### config.mk
export PLATFORM = sky130hd
export DESIGN_NAME = gate_drive_core
export DESIGN_NICKNAME = d
export VERILOG_FILES = /design/src/core/gate_drive_pkg.sv /design/src/core/gate_drive_core.sv /design/src/core/glitch_filter.sv
export VERILOG_INCLUDE_DIRS = /design/src /design/src/core
export SDC_FILE = /design/constraint.sdc
export NUM_CORES = 1
export LEC_CHECK = 0
export BUFFER_PORTS_ARGS = -buffer_cell sky130_fd_sc_hd__buf_2
export CELL_PAD_IN_SITES_DETAIL_PLACEMENT = 0
export CELL_PAD_IN_SITES_GLOBAL_PLACEMENT = 1
export CORE_ASPECT_RATIO = 1.75
export CORE_MARGIN = 1.5
export CORE_UTILIZATION = 35
export DETAILED_ROUTE_END_ITERATION = 8
export PLACE_DENSITY = 0.61
export REMOVE_ABC_BUFFERS = 1
export SLEW_MARGIN = 20
export SYNTH_ARGS = -nofsm -noshare
export SYNTH_HDL_FRONTEND = slang
export SYNTH_SLANG_ARGS = --single-unit
### constraint.sdc
create_clock -name clk_sys_i -period 4.3 [get_ports clk_sys_i]
set_input_delay 1.29 -clock clk_sys_i [delete_from_list [all_inputs] [get_ports clk_sys_i]]
set_output_delay 1.29 -clock clk_sys_i [all_outputs]
set_load 0.01 [all_outputs]
### src/core/gate_drive_defs.svh
// timing constants for the gate drive input protection core
`ifndef GATE_DRIVE_DEFS_SVH
`define GATE_DRIVE_DEFS_SVH
`define CLK_PERIOD_NS      20
`define FILT_MIN_NS        625
`define FILT_MAX_NS        750
// chosen threshold inside the band: 680 ns -> 34 cycles
`define FILT_PICK_NS       680
`define FILT_CYC           (`FILT_PICK_NS / `CLK_PERIOD_NS)
`define POR_MS             150
`define POR_CYC            ((`POR_MS * 1000000) / `CLK_PERIOD_NS)
`define CLR_US             9
`define CLR_CYC            (((`CLR_US * 1000) / `CLK_PERIOD_NS) + 1)
`define INTERLOCK_NS       1000
`define INTERLOCK_CYC      (`INTERLOCK_NS / `CLK_PERIOD_NS)
`define CNT_W              24
`endif

### src/core/gate_drive_pkg.sv
// types for the gate drive input protection core
package gate_drive_pkg;
  typedef enum logic [1:0] {
    ST_POR   = 2'b00,
    ST_RUN   = 2'b01,
    ST_FAULT = 2'b10
  } core_state_t;
endpackage : gate_drive_pkg

### src/core/gate_drive_core.sv
// gate drive input protection core: filtering, interlock, undervoltage, fault latch
// Contract
// - each channel drives separate turn-on and turn-off commands
// - ready and fault output valid 150 ms after power-up
// - fault output shows no error after power-on reset if healthy
// - undervoltage forces both drive commands off
// - switching inputs ignored during undervoltage
// - undervoltage latches fault and raises fault output
// - input high requests on, low requests off
// - filter acts on turn-on and turn-off edges
// - pulses under 625 ns are suppressed
// - pulses over 750 ns always pass
// - pulses between 625 and 750 ns may go either way
// - on, off and fault information cross the barrier both ways
// - fault output low means no error, high means error
// - latched fault ignores inputs and keeps transistors off
// - fault clears after no fault and both inputs low over 9 us
// - never both on; dead time is max of interlock and controller
`timescale 1ns/100ps
`include "gate_drive_defs.svh"
module gate_drive_core #(
  parameter int POR_CYCLES = `POR_CYC
) (
  // clock and reset
  input  wire logic clk_sys_i,
  input  wire logic rst_b_i,
  // controller switching inputs (asynchronous pins)
  input  wire logic upper_switch_request_i,
  input  wire logic lower_switch_request_i,
  // internal supply comparator, high while below 13,5 V (asynchronous)
  input  wire logic supply_low_i,
  // fault feedback to controller
  output logic      fault_indication_out_o,
  // secondary channel commands
  output logic      upper_turn_on_cmd_o,
  output logic      upper_turn_off_cmd_o,
  output logic      lower_turn_on_cmd_o,
  output logic      lower_turn_off_cmd_o,
  // status
  output logic      ready_o
);
  ////////////////////////////////////////////////////////////////////////////
  // input synchronisers
  logic [2:0] sync1_r;
  logic [2:0] sync2_r;
  always_ff @(posedge clk_sys_i or negedge rst_b_i) begin
    if (!rst_b_i) begin
      sync1_r <= 3'h0;
      sync2_r <= 3'h0;
    end else begin
      sync1_r <= {supply_low_i, lower_switch_request_i, upper_switch_request_i};
      sync2_r <= sync1_r;
    end
  end
  wire uv_s = sync2_r[2];

  ////////////////////////////////////////////////////////////////////////////
  // short-pulse filters, one per switching input
  logic [1:0] filt_w;
  genvar g;
  generate
    for (g = 0; g < 2; g++) begin : g_filt
      glitch_filter u_filt (
        .clk_sys_i (clk_sys_i),
        .rst_b_i   (rst_b_i),
        .raw_i     (sync2_r[g]),
        .filt_o    (filt_w[g])
      );
    end
  endgenerate

  ////////////////////////////////////////////////////////////////////////////
  // state and counters
  gate_drive_pkg::core_state_t state_r;
  gate_drive_pkg::core_state_t state_nxt;
  logic [`CNT_W-1:0] por_cnt_r;
  logic [9:0]        low_cnt_r;
  logic [7:0]        dead_cnt_r;
  logic              fault_r;
  logic [1:0]        cmd_r;
  logic [1:0]        cmd_nxt;
  // off commands and ready kept in their own flops so outputs need no gates
  logic [1:0]        off_r;
  logic              ready_r;

  wire por_done  = (por_cnt_r >= `CNT_W'(POR_CYCLES - 1));
  wire both_low  = ~filt_w[0] & ~filt_w[1];
  wire low_long  = (low_cnt_r >= 10'(`CLR_CYC));
  // set beats clear: an undervoltage in the clearing cycle keeps the latch
  wire fault_set = uv_s;
  wire fault_clr = low_long & ~uv_s;

  always_comb begin
    state_nxt = state_r;
    unique case (state_r)
      gate_drive_pkg::ST_POR:   if (por_done) state_nxt = uv_s ? gate_drive_pkg::ST_FAULT
                                                               : gate_drive_pkg::ST_RUN;
      gate_drive_pkg::ST_RUN:   if (fault_set) state_nxt = gate_drive_pkg::ST_FAULT;
      gate_drive_pkg::ST_FAULT: if (fault_clr) state_nxt = gate_drive_pkg::ST_RUN;
      default:                  state_nxt = gate_drive_pkg::ST_POR;
    endcase
  end

  // positive logic; interlock: a channel turns on only after the other
  // has been off for the built-in dead time, and never both
  wire dead_ok = (dead_cnt_r >= 8'(`INTERLOCK_CYC));
  wire allow   = (state_r == gate_drive_pkg::ST_RUN) & ~uv_s;
  assign cmd_nxt[0] = allow & filt_w[0] & ~filt_w[1] & ~cmd_r[1] & (cmd_r[0] | dead_ok);
  assign cmd_nxt[1] = allow & filt_w[1] & ~filt_w[0] & ~cmd_r[0] & (cmd_r[1] | dead_ok);

  always_ff @(posedge clk_sys_i or negedge rst_b_i) begin
    if (!rst_b_i) begin
      state_r    <= gate_drive_pkg::ST_POR;
      por_cnt_r  <= '0;
      low_cnt_r  <= 10'h000;
      dead_cnt_r <= 8'h00;
      fault_r    <= 1'b0;
      cmd_r      <= 2'h0;
      off_r      <= 2'h3;
      ready_r    <= 1'b0;
    end else begin
      state_r <= state_nxt;
      if (!por_done) por_cnt_r <= por_cnt_r + `CNT_W'(1);
      if (!both_low) low_cnt_r <= 10'h000;
      else if (!low_long) low_cnt_r <= low_cnt_r + 10'h001;
      if (cmd_r != 2'h0) dead_cnt_r <= 8'h00;
      else if (!dead_ok) dead_cnt_r <= dead_cnt_r + 8'h01;
      // fault latch, meaningful only after power-on
      fault_r <= (state_nxt == gate_drive_pkg::ST_FAULT);
      cmd_r   <= cmd_nxt;
      off_r   <= ~cmd_nxt;
      ready_r <= (state_nxt != gate_drive_pkg::ST_POR);
    end
  end

  ////////////////////////////////////////////////////////////////////////////
  // outputs
  // separate on/off commands per channel; high means error
  assign upper_turn_on_cmd_o    = cmd_r[0];
  assign upper_turn_off_cmd_o   = off_r[0];
  assign lower_turn_on_cmd_o    = cmd_r[1];
  assign lower_turn_off_cmd_o   = off_r[1];
  assign fault_indication_out_o = fault_r;
  assign ready_o                = ready_r;

  a_never_both: assert property (@(posedge clk_sys_i) disable iff (!rst_b_i)
    !(cmd_r[0] && cmd_r[1])) else $error("both channels on");
  a_uv_off: assert property (@(posedge clk_sys_i) disable iff (!rst_b_i)
    uv_s |=> cmd_r == 2'h0) else $error("drive on during undervoltage");
  a_uv_fault: assert property (@(posedge clk_sys_i) disable iff (!rst_b_i)
    (uv_s && state_r != gate_drive_pkg::ST_POR) |=> fault_r) else $error("fault not set");
  a_por_off: assert property (@(posedge clk_sys_i) disable iff (!rst_b_i)
    (state_r == gate_drive_pkg::ST_POR) |-> cmd_r == 2'h0) else $error("drive on in reset");
  a_fault_off: assert property (@(posedge clk_sys_i) disable iff (!rst_b_i)
    fault_r |=> cmd_r == 2'h0) else $error("drive on while fault");
  a_fault_clear: assert property (@(posedge clk_sys_i) disable iff (!rst_b_i)
    $fell(fault_r) |-> $past(low_cnt_r) >= 10'(`CLR_CYC)) else $error("fault cleared early");
  a_por_clean: assert property (@(posedge clk_sys_i) disable iff (!rst_b_i)
    (state_r == gate_drive_pkg::ST_POR && por_done && !uv_s) |=> !fault_r)
    else $error("fault after clean reset");
  a_req_on: assert property (@(posedge clk_sys_i) disable iff (!rst_b_i)
    (allow && filt_w == 2'b01 && cmd_r == 2'h0 && dead_ok) |=> cmd_r[0])
    else $error("upper request not honoured");
  a_req_lower: assert property (@(posedge clk_sys_i) disable iff (!rst_b_i)
    (allow && filt_w == 2'b10 && cmd_r == 2'h0 && dead_ok) |=> cmd_r[1])
    else $error("lower request not honoured");

  ////////////////////////////////////////////////////////////////////////////
  // further output and power-on counter checks
  // on and off complementary
  a_on_off_pair: assert property (@(posedge clk_sys_i) disable iff (!rst_b_i)
    off_r == ~cmd_r) else $error("on and off commands overlap");
  a_ready_state: assert property (@(posedge clk_sys_i) disable iff (!rst_b_i)
    ready_r == (state_r != gate_drive_pkg::ST_POR)) else $error("ready out of step");
  a_ready_late: assert property (@(posedge clk_sys_i) disable iff (!rst_b_i)
    $rose(ready_r) |-> $past(por_done)) else $error("ready before power-on done");
  a_fault_hold: assert property (@(posedge clk_sys_i) disable iff (!rst_b_i)
    (fault_r && !low_long) |=> fault_r) else $error("fault dropped early");
  a_dead_upper: assert property (@(posedge clk_sys_i) disable iff (!rst_b_i)
    $rose(cmd_r[0]) |-> $past(dead_ok)) else $error("upper on inside dead time");
  a_dead_lower: assert property (@(posedge clk_sys_i) disable iff (!rst_b_i)
    $rose(cmd_r[1]) |-> $past(dead_ok)) else $error("lower on inside dead time");
  a_por_stop: assert property (@(posedge clk_sys_i) disable iff (!rst_b_i)
    por_done |=> $stable(por_cnt_r)) else $error("power-on counter ran on");
endmodule : gate_drive_core

### src/core/glitch_filter.sv
// short-pulse filter for one switching input
`timescale 1ns/100ps
`include "gate_drive_defs.svh"
module glitch_filter (
  // clock and reset
  input  wire logic clk_sys_i,
  input  wire logic rst_b_i,
  // synchronised input and filtered level
  input  wire logic raw_i,
  output logic      filt_o
);
  logic [7:0] run_r;
  logic       filt_r;
  wire        differs = (raw_i != filt_r);
  // threshold sits inside the allowed band
  wire        long_enough = (run_r >= 8'(`FILT_CYC - 1));

  always_ff @(posedge clk_sys_i or negedge rst_b_i) begin
    if (!rst_b_i) begin
      run_r  <= 8'h00;
      filt_r <= 1'b0;
    end else if (!differs) begin
      run_r <= 8'h00;
    end else if (long_enough) begin
      run_r  <= 8'h00;
      filt_r <= raw_i;
    end else begin
      run_r <= run_r + 8'h01;
    end
  end
  assign filt_o = filt_r;

  a_long_pass: assert property (@(posedge clk_sys_i) disable iff (!rst_b_i)
    (raw_i != filt_r) [*8] ##1 (raw_i != filt_r) [*8] ##1 (raw_i != filt_r) [*8]
    ##1 (raw_i != filt_r) [*8] ##1 (raw_i != filt_r) [*2] |=> (filt_r == $past(raw_i)))
    else $error("filter did not pass a long pulse");
  a_short_block: assert property (@(posedge clk_sys_i) disable iff (!rst_b_i)
    $changed(filt_r) |-> $past(run_r) == 8'(`FILT_CYC - 1))
    else $error("filter output changed too early");
endmodule : glitch_filter

# ---- Word-level counts from Yosys, hierarchy flattened
# Cells that the tools add are included.
# W data, S select, Z words.
dict set report totals {
  wordCells 68
  output_inout_bits 6
  regBits 74
}
dict set report classes {
  bitwise 19
  eq_ne 7
  reduce_logical 5
  n_addsub 5
  mux 13
  order_cmp 5
}
# cell count
set op_table {}
lappend op_table {{$mux W8} 6}
lappend op_table {{$add A24 B1 Y24 const B} 1}
lappend op_table {{$add A8 B1 Y8 const B} 3}
lappend op_table {{$ge A24 B23 Y1 const B} 1}
lappend op_table {{$ge A8 B6 Y1 const B} 3}
lappend op_table {{$mux W10} 2}
lappend op_table {{$and A1 B1 Y1} 11}
lappend op_table {{$add A10 B1 Y10 const B} 1}
lappend op_table {{$ge A10 B9 Y1 const B} 1}
lappend op_table {{$mux W2} 4}
lappend op_table {{$pmux W2 S3} 1}
lappend op_table {{$not A1 Y1} 5}
lappend op_table {{$eq A2 B2 Y1 const B} 2}
lappend op_table {{$reduce_and A2 Y1} 2}
lappend op_table {{$reduce_bool A2 Y1} 2}
lappend op_table {{$eq A2 B1 Y1 const B} 1}
lappend op_table {{$logic_not A2 Y1} 1}
lappend op_table {{$ne A1 B1 Y1} 2}
lappend op_table {{$ne A2 B1 Y1 const B} 1}
lappend op_table {{$ne A2 B2 Y1 const B} 1}
lappend op_table {{$not A2 Y2} 1}
lappend op_table {{$or A1 B1 Y1} 2}

# ---- Longest topological paths before layout
# Gate-level depths: netlist of run 1.
dict set report depth {
  word_depth 7
  mapped_depth 7
  ltp_nobuf 7
}

# ---- Cells and area by module
# From an unflattened synthesis of run 1, not the netlist that was laid out.
dict set report hier_totals {
  hier_cells 290
  hier_area_um2 3304.4
}
# module seq_area_each_um2 n_inst area_per_inst_um2 cells_per_inst
set modules_own_cells {}
lappend modules_own_cells {gate_drive_core 1403.8 1 2416.1 214}
lappend modules_own_cells {glitch_filter 225.2 2 444.2 38}

# ---- Least setup slack after synthesis of run 1
# Ideal clock, no wire load.
dict set report synth_timing {
  path_type {reg-to-reg}
  startpoint {register dead_cnt_r[0]}
  endpoint {register dead_cnt_r[3]}
  t_arrival_ns 1.849
  synth_period_minus_slack_ns 1.978
  path_stages_with_launch 8
  path_buffers 0
  path_slack_ns 2.322
  setup_time_ns 0.129
  path_cell_list {dfrtp_1 inv_1 ha_1 or4_4 a311o_1 nor2_2 xnor2_1 nor2_1}
}
dict set report synth_between {
  elab_chain_len 3
  elab_cells_between_ends 5
  cone_classes {add/sub (1); order compare (1); eq/ne (1); mux (2)}
}
# element line
set synth_lines {}
lappend synth_lines {{start, declared} gate_drive_core.sv:78} ;# logic [7:0] dead_cnt_r;
lappend synth_lines {{start signal, assigned} gate_drive_core.sv:127} ;# else if (!dead_ok) dead_cnt_r <= dead_cnt_r + 8'h01;
lappend synth_lines {{$add A8 B1 Y8} gate_drive_core.sv:127}
lappend synth_lines {{$mux W8} gate_drive_core.sv:127}
lappend synth_lines {{$mux W8} gate_drive_core.sv:126} ;# if (cmd_r != 2'h0) dead_cnt_r <= 8'h00;
# Parallel ways exist; a longest one is shown, timed or not. The select of a mux whose other input is x is not followed.
# A chain may end at the register's enable or synchronous reset.

# ---- Final worst setup path of run 1
dict set report layout_timing {
  startpoint {register off_r[1]}
  endpoint {output port lower_turn_off_cmd_o}
}
# element line
set layout_rtl {}
lappend layout_rtl {{start, declared} gate_drive_core.sv:83} ;# logic [1:0] off_r;
lappend layout_rtl {{start signal, assigned} gate_drive_core.sv:131} ;# off_r <= ~cmd_nxt;
lappend layout_rtl {{end, declared} gate_drive_core.sv:38} ;# output logic lower_turn_off_cmd_o,
# No word-level cell between the ends.

==> results.json, run 1 <==
{
  "status": "complete, no violations",
  "ys_warn_count": 0,
  "yosys.area.top_type": "dfrtp_1",
  "syn_avg_cell_area_sq_um": 11.2,
  "synth_area_sq_um": 3240,
  "fmax_mhz": 445,
  "final_layout_size_suffix_gt1_share_pct": 12.5,
  "yosys.area.top_type_share_pct": 55.6,
  "fin_crit_sh_pct": 52.2,
  "grt_pass1_vias": 2161,
  "grt_usage_pct": 13.5,
  "clockBufferDepth": 2,
  "required_ns": 3.01,
  "dr_wl_met3_um": 181,
  "period_needed_ns": 2.25,
  "seq_area_frac_synth_pct": 57.2,
  "rrSetupSlack_ns": 2.10,
  "post_cts_buffers": 0,
  "syn_to_final_growth_pct": 15.9,
  "cts_buffers": 9,
  "synth.distinct_cells": 40,
  "viasPerCell": 4.84,
  "drc": 0,
  "core_sq_um": 9040,
  "final_antenna_net_count": 0,
  "critPathLaunchType": "register",
  "yosysMostFrequentCell": "dfrtp_1",
  "hp-start": "sync1_r[0]$_DFF_PN0_",
  "dp_hpwl_mm": 3.89,
  "numPortBuffers": 10,
  "finalSetupViolCount": 0,
  "io_pins": 11,
  "worstRegToRegCells": 5,
  "post_cts_resized": 0,
  "p_sw_uw": 319,
  "fin_cells": 432,
  "path_clk_slew_ns": 0.06,
  "firstDrtPassIters": 4,
  "gp_congestion": 0.741,
  "cts_sinks": 74,
  "max-slew-margin-rel_pct": 37.9,
  "synth_common_cells": "dfrtp_1, nor2_1, xnor2_1, nand3_1, nand2_1",
  "nNetsFinal": 322,
  "synthTopCellsByArea": "dfrtp_1, xnor2_1, nor2_1",
  "routed.top_layer": "met4",
  "leakage_uw": 0.00160,
  "synth-main-ff-cell": "dfrtp_1",
  "finClkSkew_ns": 0.00511,
  "fp-row-count": 46,
  "synth_cells": 290,
  "sw_frac_of_total_pct": 20.4,
  "setup_tns_ns": 0,
  "tritoncts": "done",
  "cpMaxStageDelayCell": "dfstp_2",
  "clk-insertion-delay-late_ns": 0.33,
  "design_area_sq_um": 3760,
  "met2_length_mm": 2.90,
  "rsz0062_at_grt": "false",
  "grt_first_pass_wirelength_mm": 9.90,
  "dieHeight_um": 130,
  "drt_iter0_markers": 115,
  "wire_per_inst_um": 13.0,
  "reg2reg_from": "por_cnt_r[10]$_DFFE_PN0P_",
  "holdPathEnd": "sync2_r[0]$_DFF_PN0_",
  "worstPathArrival_ns": 0.96,
  "hold_depth": 0,
  "synth_edf_count": 0,
  "die_x_um": 75.8,
  "p_clk_share_pct": 52.0,
  "grt_overflow": 0,
  "internal-power_uw": 1240,
  "path_max_fanout": 1,
  "antenna_found_initial": 0,
  "grt_max_degree": 75,
  "placed_area_sq_um": 3430,
  "synthArstFlopShare_pct": 100,
  "min_path_type": "register to register",
  "ir_drop_mv": 0.195,
  "initial_core_util_pct": 35.9,
  "setup.worst_path.class": "register to output port",
  "endpoint_kind": "output port",
  "slew_viol_final": 0,
  "worst_pin_slew_ns": 0.931,
  "htreeDepth": 3,
  "crit_family": "flip-flops",
  "power_density_nw_per_um2": 415,
  "wl_met1_mm": 2.40,
  "pwr-share-seq_pct": 45.7,
  "clockRootBuffer": "clkbuf_16",
  "max-cap-violations": 0,
  "routed_wl_mm": 5.61,
  "crit_chain": "buf_2",
  "hold_violations": 0,
  "p_comb_share_pct": 2.3,
  "reg2reg_to": "por_cnt_r[1]$_DFFE_PN0P_",
  "dp.cells": 416,
  "cts-hold-fix-buffers": 0,
  "slowest_delay_ns": 0.51,
  "via_count": 2091,
  "die_area_sq_um": 9880,
  "antenna-diode-count": 0,
  "crit_buf_inv": 1,
  "synth-seq-cells": 74
}
==> state kept, by name, indices dropped and copies added, names as in the netlist, 2 cells and up <==
register	count
por_cnt_r	24
state_r	2
sync1_r	3
sync2_r	3
g_filt.u_filt.run_r	16
cmd_r	2
low_cnt_r	10
dead_cnt_r	8
g_filt.u_filt.filt_o	2
off_r	2
==> how the worst max path moves through the flow <==
stage | from | to | slack (ns) | depth (start not counted)
after floorplan | por_cnt_r[0]$_DFFE_PN0P_ | fault_indication_out_o$_DFF_PN0_ | 2.10 | 6
after global placement | por_cnt_r[10]$_DFFE_PN0P_ | por_cnt_r[1]$_DFFE_PN0P_ | 2.16 | 5
after detailed placement | por_cnt_r[10]$_DFFE_PN0P_ | por_cnt_r[1]$_DFFE_PN0P_ | 2.06 | 5
after CTS | off_r[1]$_DFF_PN1_ | lower_turn_off_cmd_o | 2.04 | 1
after global routing | por_cnt_r[10]$_DFFE_PN0P_ | por_cnt_r[1]$_DFFE_PN0P_ | 1.96 | 5
final | off_r[1]$_DFF_PN1_ | lower_turn_off_cmd_o | 2.05 | 1
==> routing by layer <==
metal / global-route usage [%] / vias to the layer above
met5: 0 / -
li1: - / 1027
met1: 15.9 / 1026
met3: 3.86 / 10
met2: 21.7 / 28
met4: 6.93 / 0
==> cell families after synthesis <==
logic type | synth area share [%]
AOI/OAI and AO/OA | 5.71
xor gates and xnor gates | 10.8
adders and majority gates | 3.86
buffers and inverters | 2.43
DFF | 57.2
muxes | 1.04
other | 0.116
and+or+nand+nor | 18.9
==> cells in the final DEF (no fill, tap or decap), types with 9 or more instances in the layout <==
master	n
dfrtp_1	72
nor2_1	38
xnor2_1	33
nand3_1	20
nand2_1	14
inv_1	12
nand4_1	12
ha_1	10
clkbuf_16	9
buf_2	9
==> power by group through the flow <==
| stage | Clock [uW] | Sequential (uW) | Combinational (uW) |
|---|---|---|---|
| 2_1_floorplan | 0 | 724 | 17.8 |
| 3_3_place_gp | 0 | 726 | 38.1 |
| 3_5_place_dp | 0 | 726 | 38.4 |
| 4_1_cts | 836 | 713 | 38.6 |
| 5_1_grt | 865 | 714 | 43.3 |
| 6_report | 811 | 713 | 36.3 |
==> per-stage QoR <==
stage	power (uW)	hold slack [ns]	utilization (%)	setup slack [ns]
CTS	1590	0.348	41.6	2.04
finish	1560	0.345	41.6	2.05
global placement	764	0.338	38.0	2.16
global route	1620	0.359	41.6	1.96
floorplan	742	0.331	-	2.10
detailed placement	764	0.335	38.0	2.06
==> layout make-up <==
cell class / count / area [sq um]
fill: 883 / 5280
inverter: 12 / 45.0
multi-input combinational: 199 / 1320
sequential: 74 / 1850
clock inverter: 6 / 90.1
clock buffer: 10 / 239
timing repair buffer: 11 / 60.1
tap: 120 / 150
(Power assumes the default switching activity.)
==> run 2: changes to the inputs <==
Settings changed: PLACE_DENSITY 0.61 to 0.63.
Clock period 4.3 ns to 1.8 ns, I/O delays scaled along.
==> run 2 against run 1 <==
  * Setup slack got worse by 2.1 ns
  * Critical path depth rose by 5
  * Clock power grew 140%
  * Sequential power increased by 140%
  * Count of clock-buffer cells in the layout unchanged
  * Largest power group unchanged
  * Critical path type is now register to register
  * Sequential share of layout area down 4.3 points
  * Combinational power grew to 2.8 times the previous value
  * Routed wire length is 7.9% higher
  * Register-to-register slack got worse by 2.2 ns
  * Flip-flop and latch count unchanged
  * First-iteration DRC count shrank 14%
  * The run now ends with negative setup slack left
  * Non-clock buffer count up 29
==> results.json, run 2 (same netlist as run 1, synthesis figures left out) <==
{
  "largest_reg_flops": 24,
  "rsz0062_at_grt": "true",
  "largest_registers": "por_cnt_r (24), g_filt.u_filt.run_r (16), low_cnt_r (10)",
  "pwr-share-seq_pct": 45.6,
  "leakage_uw": 0.00177,
  "layout_commonest_cell": "dfrtp_1",
  "power_density_nw_per_um2": 906,
  "crit_path_start": "dead_cnt_r[1]$_DFFE_PN0P_",
  "io_pins": 11,
  "reg2reg_to": "dead_cnt_r[1]$_DFFE_PN0P_",
  "via_count": 2200,
  "nNetsFinal": 351,
  "clockBufferDepth": 2,
  "required_ns": 2.04,
  "final_layout_size_suffix_gt1_share_pct": 25.8,
  "p_sw_uw": 760,
  "critPathLaunchType": "register",
  "path_max_fanout": 3,
  "die_area_sq_um": 9880,
  "largest-register": "por_cnt_r",
  "fin_crit_sh_pct": 104,
  "die_x_um": 75.8,
  "viasPerCell": 4.77,
  "slew_viol_final": 0,
  "finClkSkew_ns": 0.00532,
  "core_sq_um": 9040,
  "grt_max_degree": 75,
  "drc": 0,
  "crit_chain": "buf_6 > or4_4 > a311oi_4 > buf_4 > nor2_1 > a211oi_2",
  "fp-row-count": 46,
  "clockRootBuffer": "clkbuf_16",
  "tritoncts": "done",
  "endpoint_kind": "register",
  "grt_overflow": 0,
  "antenna-diode-count": 0,
  "period_needed_ns": 1.87,
  "gp_congestion": 0.742,
  "p_clk_share_pct": 51.7,
  "design_area_sq_um": 4120,
  "final_antenna_net_count": 0,
  "max-cap-violations": 0,
  "min_path_type": "input port to async pin",
  "grt_pass1_vias": 2297,
  "fin_cells": 461,
  "internal-power_uw": 2970,
  "syn_to_final_growth_pct": 27.0,
  "worstRegToRegCells": 6,
  "worstPathArrival_ns": 2.11,
  "crit_buf_inv": 2,
  "dp_hpwl_mm": 3.93,
  "cts-hold-fix-buffers": 0,
  "firstDrtPassIters": 4,
  "final_util_pct": 45.6,
  "crit_family": "simple AND/OR/NAND/NOR gates",
  "fill_cells": 894,
  "fmax_mhz": 535,
  "gr-usage-met3_pct": 3.71,
  "drt_iter0_markers": 99,
  "cts_buffers": 9,
  "grt.busiest_layer": "met2",
  "cts_sinks": 74,
  "grt_first_pass_wirelength_mm": 10.4,
  "numPortBuffers": 10,
  "cp.depth": 6,
  "total_power_uw": 3730,
  "finalSetupViolCount": 12,
  "htreeDepth": 3,
  "violations": "negative setup slack",
  "hold_violations": 0,
  "clk-insertion-delay-late_ns": 0.33,
  "grt_usage_pct": 14.0,
  "p_comb_share_pct": 2.7,
  "slowest_delay_ns": 0.54,
  "status": "complete, but fails checks",
  "use_met2_pct": 24.1,
  "path_clk_slew_ns": 0.06,
  "mostFrequentLayoutCells": "dfrtp_1, nor2_1, xnor2_1, buf_4, nand3_1",
  "sw_frac_of_total_pct": 20.4,
  "cpMaxStageDelayCell": "or4_4",
  "setup_ws_ns": -0.0698,
  "met1_usage_pct": 16.1,
  "ir_drop_mv": 0.490,
  "routed_wl_mm": 6.05,
  "initial_core_util_pct": 35.9,
  "rrSetupSlack_ns": -0.07,
  "setup.worst_path.class": "register to register",
  "dieHeight_um": 130,
  "wire_per_inst_um": 13.1,
  "reg2reg_from": "dead_cnt_r[1]$_DFFE_PN0P_",
  "placed_area_sq_um": 3610,
  "endpoint": "dead_cnt_r[1]$_DFFE_PN0P_",
  "dp.cells": 438,
  "antenna_found_initial": 0
}
## run 2: cell types whose count changed in the layout (fill, tap and decap cells not counted), sizes merged
cell	previous run	this run
inv	12	13
clkinv	3	1
clkinvlp	1	2
buf	11	40
## run 2: timing repair
item,4_1_cts,5_1_grt
pin swaps,14,13
setup endpoints to repair,17,48
buffers inserted,2,4
resized for setup,11,14
cloned,0,1
## run 2: metrics by stage
step,hold slack [ns],setup slack (ns),TNS (ns)
floorplan,0.244,-0.401,-9.03
detailed placement,0.337,-0.175,-1.53
global route,0.253,-0.167,-1.84
CTS,0.242,-0.0662,-0.516
finish,0.220,-0.0698,-0.414
global placement,0.338,-0.156,-1.14
## run 2: worst register-to-register path, stage by stage, from the launching register on
cell	delay [ns]
dfrtp_1	0.39
buf_6	0.12
or4_4	0.54
a311oi_4	0.35
buf_4	0.19
nor2_1	0.05
a211oi_2	0.14
## run 2: worst min path at each step
stage	cells after the start	end	slack [ns]
after floorplan	0	cmd_r[0]$_DFF_PN0_	0.24
after global placement	0	sync2_r[2]$_DFF_PN0_	0.34
after detailed placement	0	sync2_r[2]$_DFF_PN0_	0.34
after CTS	2	dead_cnt_r[2]$_DFFE_PN0P_	0.24
after global routing	2	dead_cnt_r[2]$_DFFE_PN0P_	0.25
final	2	dead_cnt_r[2]$_DFFE_PN0P_	0.22
## run 2: layer usage
layer | part of all wire (%) | routed length (um) | vias to the layer above
met5 | 0 | 0 | -
met4 | 1.6 | 97 | 0
met3 | 2.3 | 141 | 8
met2 | 53 | 3210 | 25
met1 | 43 | 2610 | 1084
li1 | - | - | 1083
## run 2: final cells by class
class	instances	area [sq um]	share of cell area (%)
sequential	74	1850	45.0
multi-input combinational	199	1430	34.7
timing repair buffer	40	312	7.56
clock buffer	10	239	5.80
tap	120	150	3.64
clock inverter	6	88.8	2.16
inverter	12	45.0	1.09
## run 2: power by group through the flow
stage,clock (uW),sequential [uW],combinational [uW]
after floorplan,0,1730,42.5
after global placement,0,1730,100
after detailed placement,0,1730,101
after CTS,1980,1700,103
after global routing,2060,1710,122
final,1930,1700,101
==> run 3: changes to the inputs <==
Settings changed: CORE_UTILIZATION 35 to 44, PLACE_DENSITY 0.63 to 0.76.
==> run 3 against run 2 <==
  * The flow still finishes with violations (negative setup slack)
  * Die area fell by 20%
  * Total power rose by 1.6%
  * Critical path depth did not move
  * Cell area fell by 1.0%
  * Register-to-register slack got worse by 0.03 ns
  * Worst hold slack got worse by 0.0067 ns
  * Combinational power fell by 5%
  * Non-clock buffer count did not move
  * Flip-flop and latch count did not move
  * Clock power rose by 3%
  * Utilization rose by 11 points
  * Largest cell class unchanged
==> results.json, run 3 (same netlist as run 1, synthesis figures left out) <==
{
  "antenna-diode-count": 0,
  "placed_area_sq_um": 3570,
  "dp_hpwl_mm": 3.80,
  "drt_iter0_markers": 107,
  "final_antenna_net_count": 0,
  "clockRootBuffer": "clkbuf_16",
  "routed_wl_mm": 5.87,
  "power_density_nw_per_um2": 930,
  "syn_to_final_growth_pct": 25.7,
  "grt_usage_pct": 16.8,
  "p_sw_uw": 723,
  "multi_input_area_sq_um": 1440,
  "internal-power_uw": 3070,
  "via_count": 2205,
  "hold_violations": 0,
  "io_pins": 11,
  "path_clk_slew_ns": 0.06,
  "crit_path_start": "dead_cnt_r[1]$_DFFE_PN0P_",
  "largest_reg_flops": 24,
  "antenna_found_initial": 0,
  "htreeDepth": 3,
  "slew_viol_final": 0,
  "reg2reg_from": "dead_cnt_r[1]$_DFFE_PN0P_",
  "endpoint_kind": "register",
  "fp-row-count": 41,
  "core_sq_um": 7180,
  "numPortBuffers": 10,
  "grt_pass1_vias": 2186,
  "die_area_sq_um": 7920,
  "finClkSkew_ns": 0.00809,
  "critPathLaunchType": "register",
  "tritoncts": "done",
  "largest_registers": "por_cnt_r (24), g_filt.u_filt.run_r (16), low_cnt_r (10)",
  "nNetsFinal": 351,
  "gp_congestion": 0.789,
  "grt_first_pass_wirelength_mm": 9.67,
  "fmax_mhz": 526,
  "setup_tns_ns": -0.713,
  "finalSetupViolCount": 17,
  "period_needed_ns": 1.90,
  "cts-hold-fix-buffers": 0,
  "initial_core_util_pct": 45.2,
  "p_clk_share_pct": 52.5,
  "firstDrtPassIters": 4,
  "dpl_worst_slack_ns": -0.217,
  "leakage_uw": 0.00177,
  "sw_frac_of_total_pct": 19.1,
  "cts_buffers": 9,
  "violations": "negative setup slack",
  "path_max_fanout": 3,
  "drc": 0,
  "grt_max_degree": 75,
  "fin_crit_sh_pct": 106,
  "required_ns": 2.02,
  "layout_commonest_cell": "dfrtp_1",
  "pwr-share-seq_pct": 45.0,
  "clockBufferDepth": 2,
  "grt_overflow": 0,
  "max-cap-violations": 0,
  "status": "complete, but fails checks",
  "die_x_um": 67.9,
  "timing.hold.ws_ns": 0.213,
  "setup.worst_path.class": "register to register",
  "ff_latch_area_sq_um": 1850,
  "rsz0062_at_grt": "true",
  "final_util_pct": 56.8,
  "wire_per_inst_um": 13.7,
  "ir_drop_mv": 0.665,
  "p_comb_share_pct": 2.5,
  "mostFrequentLayoutCells": "dfrtp_1, nor2_1, xnor2_1, buf_4, nand3_1",
  "cts_sinks": 74,
  "fill_cells": 625,
  "largest-register": "por_cnt_r",
  "design_area_sq_um": 4080,
  "dieHeight_um": 117,
  "setup_ws_ns": -0.100,
  "worstRegToRegCells": 6,
  "viasPerCell": 5.16,
  "clk-insertion-delay-late_ns": 0.33,
  "min_path_type": "input port to async pin",
  "final_layout_size_suffix_gt1_share_pct": 24.9,
  "worstPathArrival_ns": 2.12
}
run 3: cell count changes in the layout (fill, tap and decap cells not counted), moves of 2 or more:
cell	change
nor4_1	+2
nor4_2	-2
nand2_4	+2
clkbuf_1	+2
nor4b_2	+4
nor4b_1	-3
nand2_1	-2
run 3: stage by stage:
step / std cells / power [uW]
2_1_floorplan: 285 / 1770
5_1_grt: 427 / 3940
3_5_place_dp: 405 / 1830
3_3_place_gp: 405 / 1830
6_report: 427 / 3790
4_1_cts: 424 / 3850
run 3: critical path: stages (launching register included):
cell and delay, ns:
dfrtp_1 0.39, buf_6 0.12, or4_4 0.55, a311o_1 0.43
nor2_2 0.13, xnor2_1 0.12, nor2_1 0.05
run 3: layout make-up:
cell class                 count  area share (%)
inverter                      12            1.10
sequential                    74            45.5
multi-input combinational    199            35.2
clock inverter                 5            2.52
timing repair buffer          40            7.36
tap                           86            2.64
clock buffer                  11            5.71
run 3: power groups by stage:
stage                     Combinational (uW)  Clock [uW]  Sequential (uW)
after floorplan                         42.5           0             1730
after global placement                  95.6           0             1730
after detailed placement                96.2           0             1730
after CTS                               97.3        2040             1700
after global routing                     113        2120             1710
final                                   95.6        1990             1710
run 3: timing repair:
action / 4_1_cts / 5_1_grt
setup buffers: 3 / 2
gates cloned: 0 / 1
setup endpoints to repair: 18 / 40
endpoints found under the hold margin: 0 / 0
pin swaps: 11 / 16
resized for setup: 5 / 22
run 3: worst paths after layout:
kind | slack, ns | to
worst max-delay path | -0.10 | dead_cnt_r[3]$_DFFE_PN0P_
worst min-delay path | 0.21 | dead_cnt_r[2]$_DFFE_PN0P_
worst max register to register | -0.10 | dead_cnt_r[3]$_DFFE_PN0P_
worst min register to register | 0.35 | sync2_r[2]$_DFF_PN0_
max in group asynchronous | 1.22 | off_r[0]$_DFF_PN1_
min in group clk_sys_i | 0.32 | sync1_r[2]$_DFF_PN0_
run 3: routing by layer:
metal	track usage, %	up-vias	part of all wire (%)	wire length [um]
met1	18.9	1095	43	2520
li1	-	1088	-	-
met4	8.80	0	1.4	81
met5	0	-	0	0
met3	4.34	5	2.4	143
met2	28.4	17	53	3120
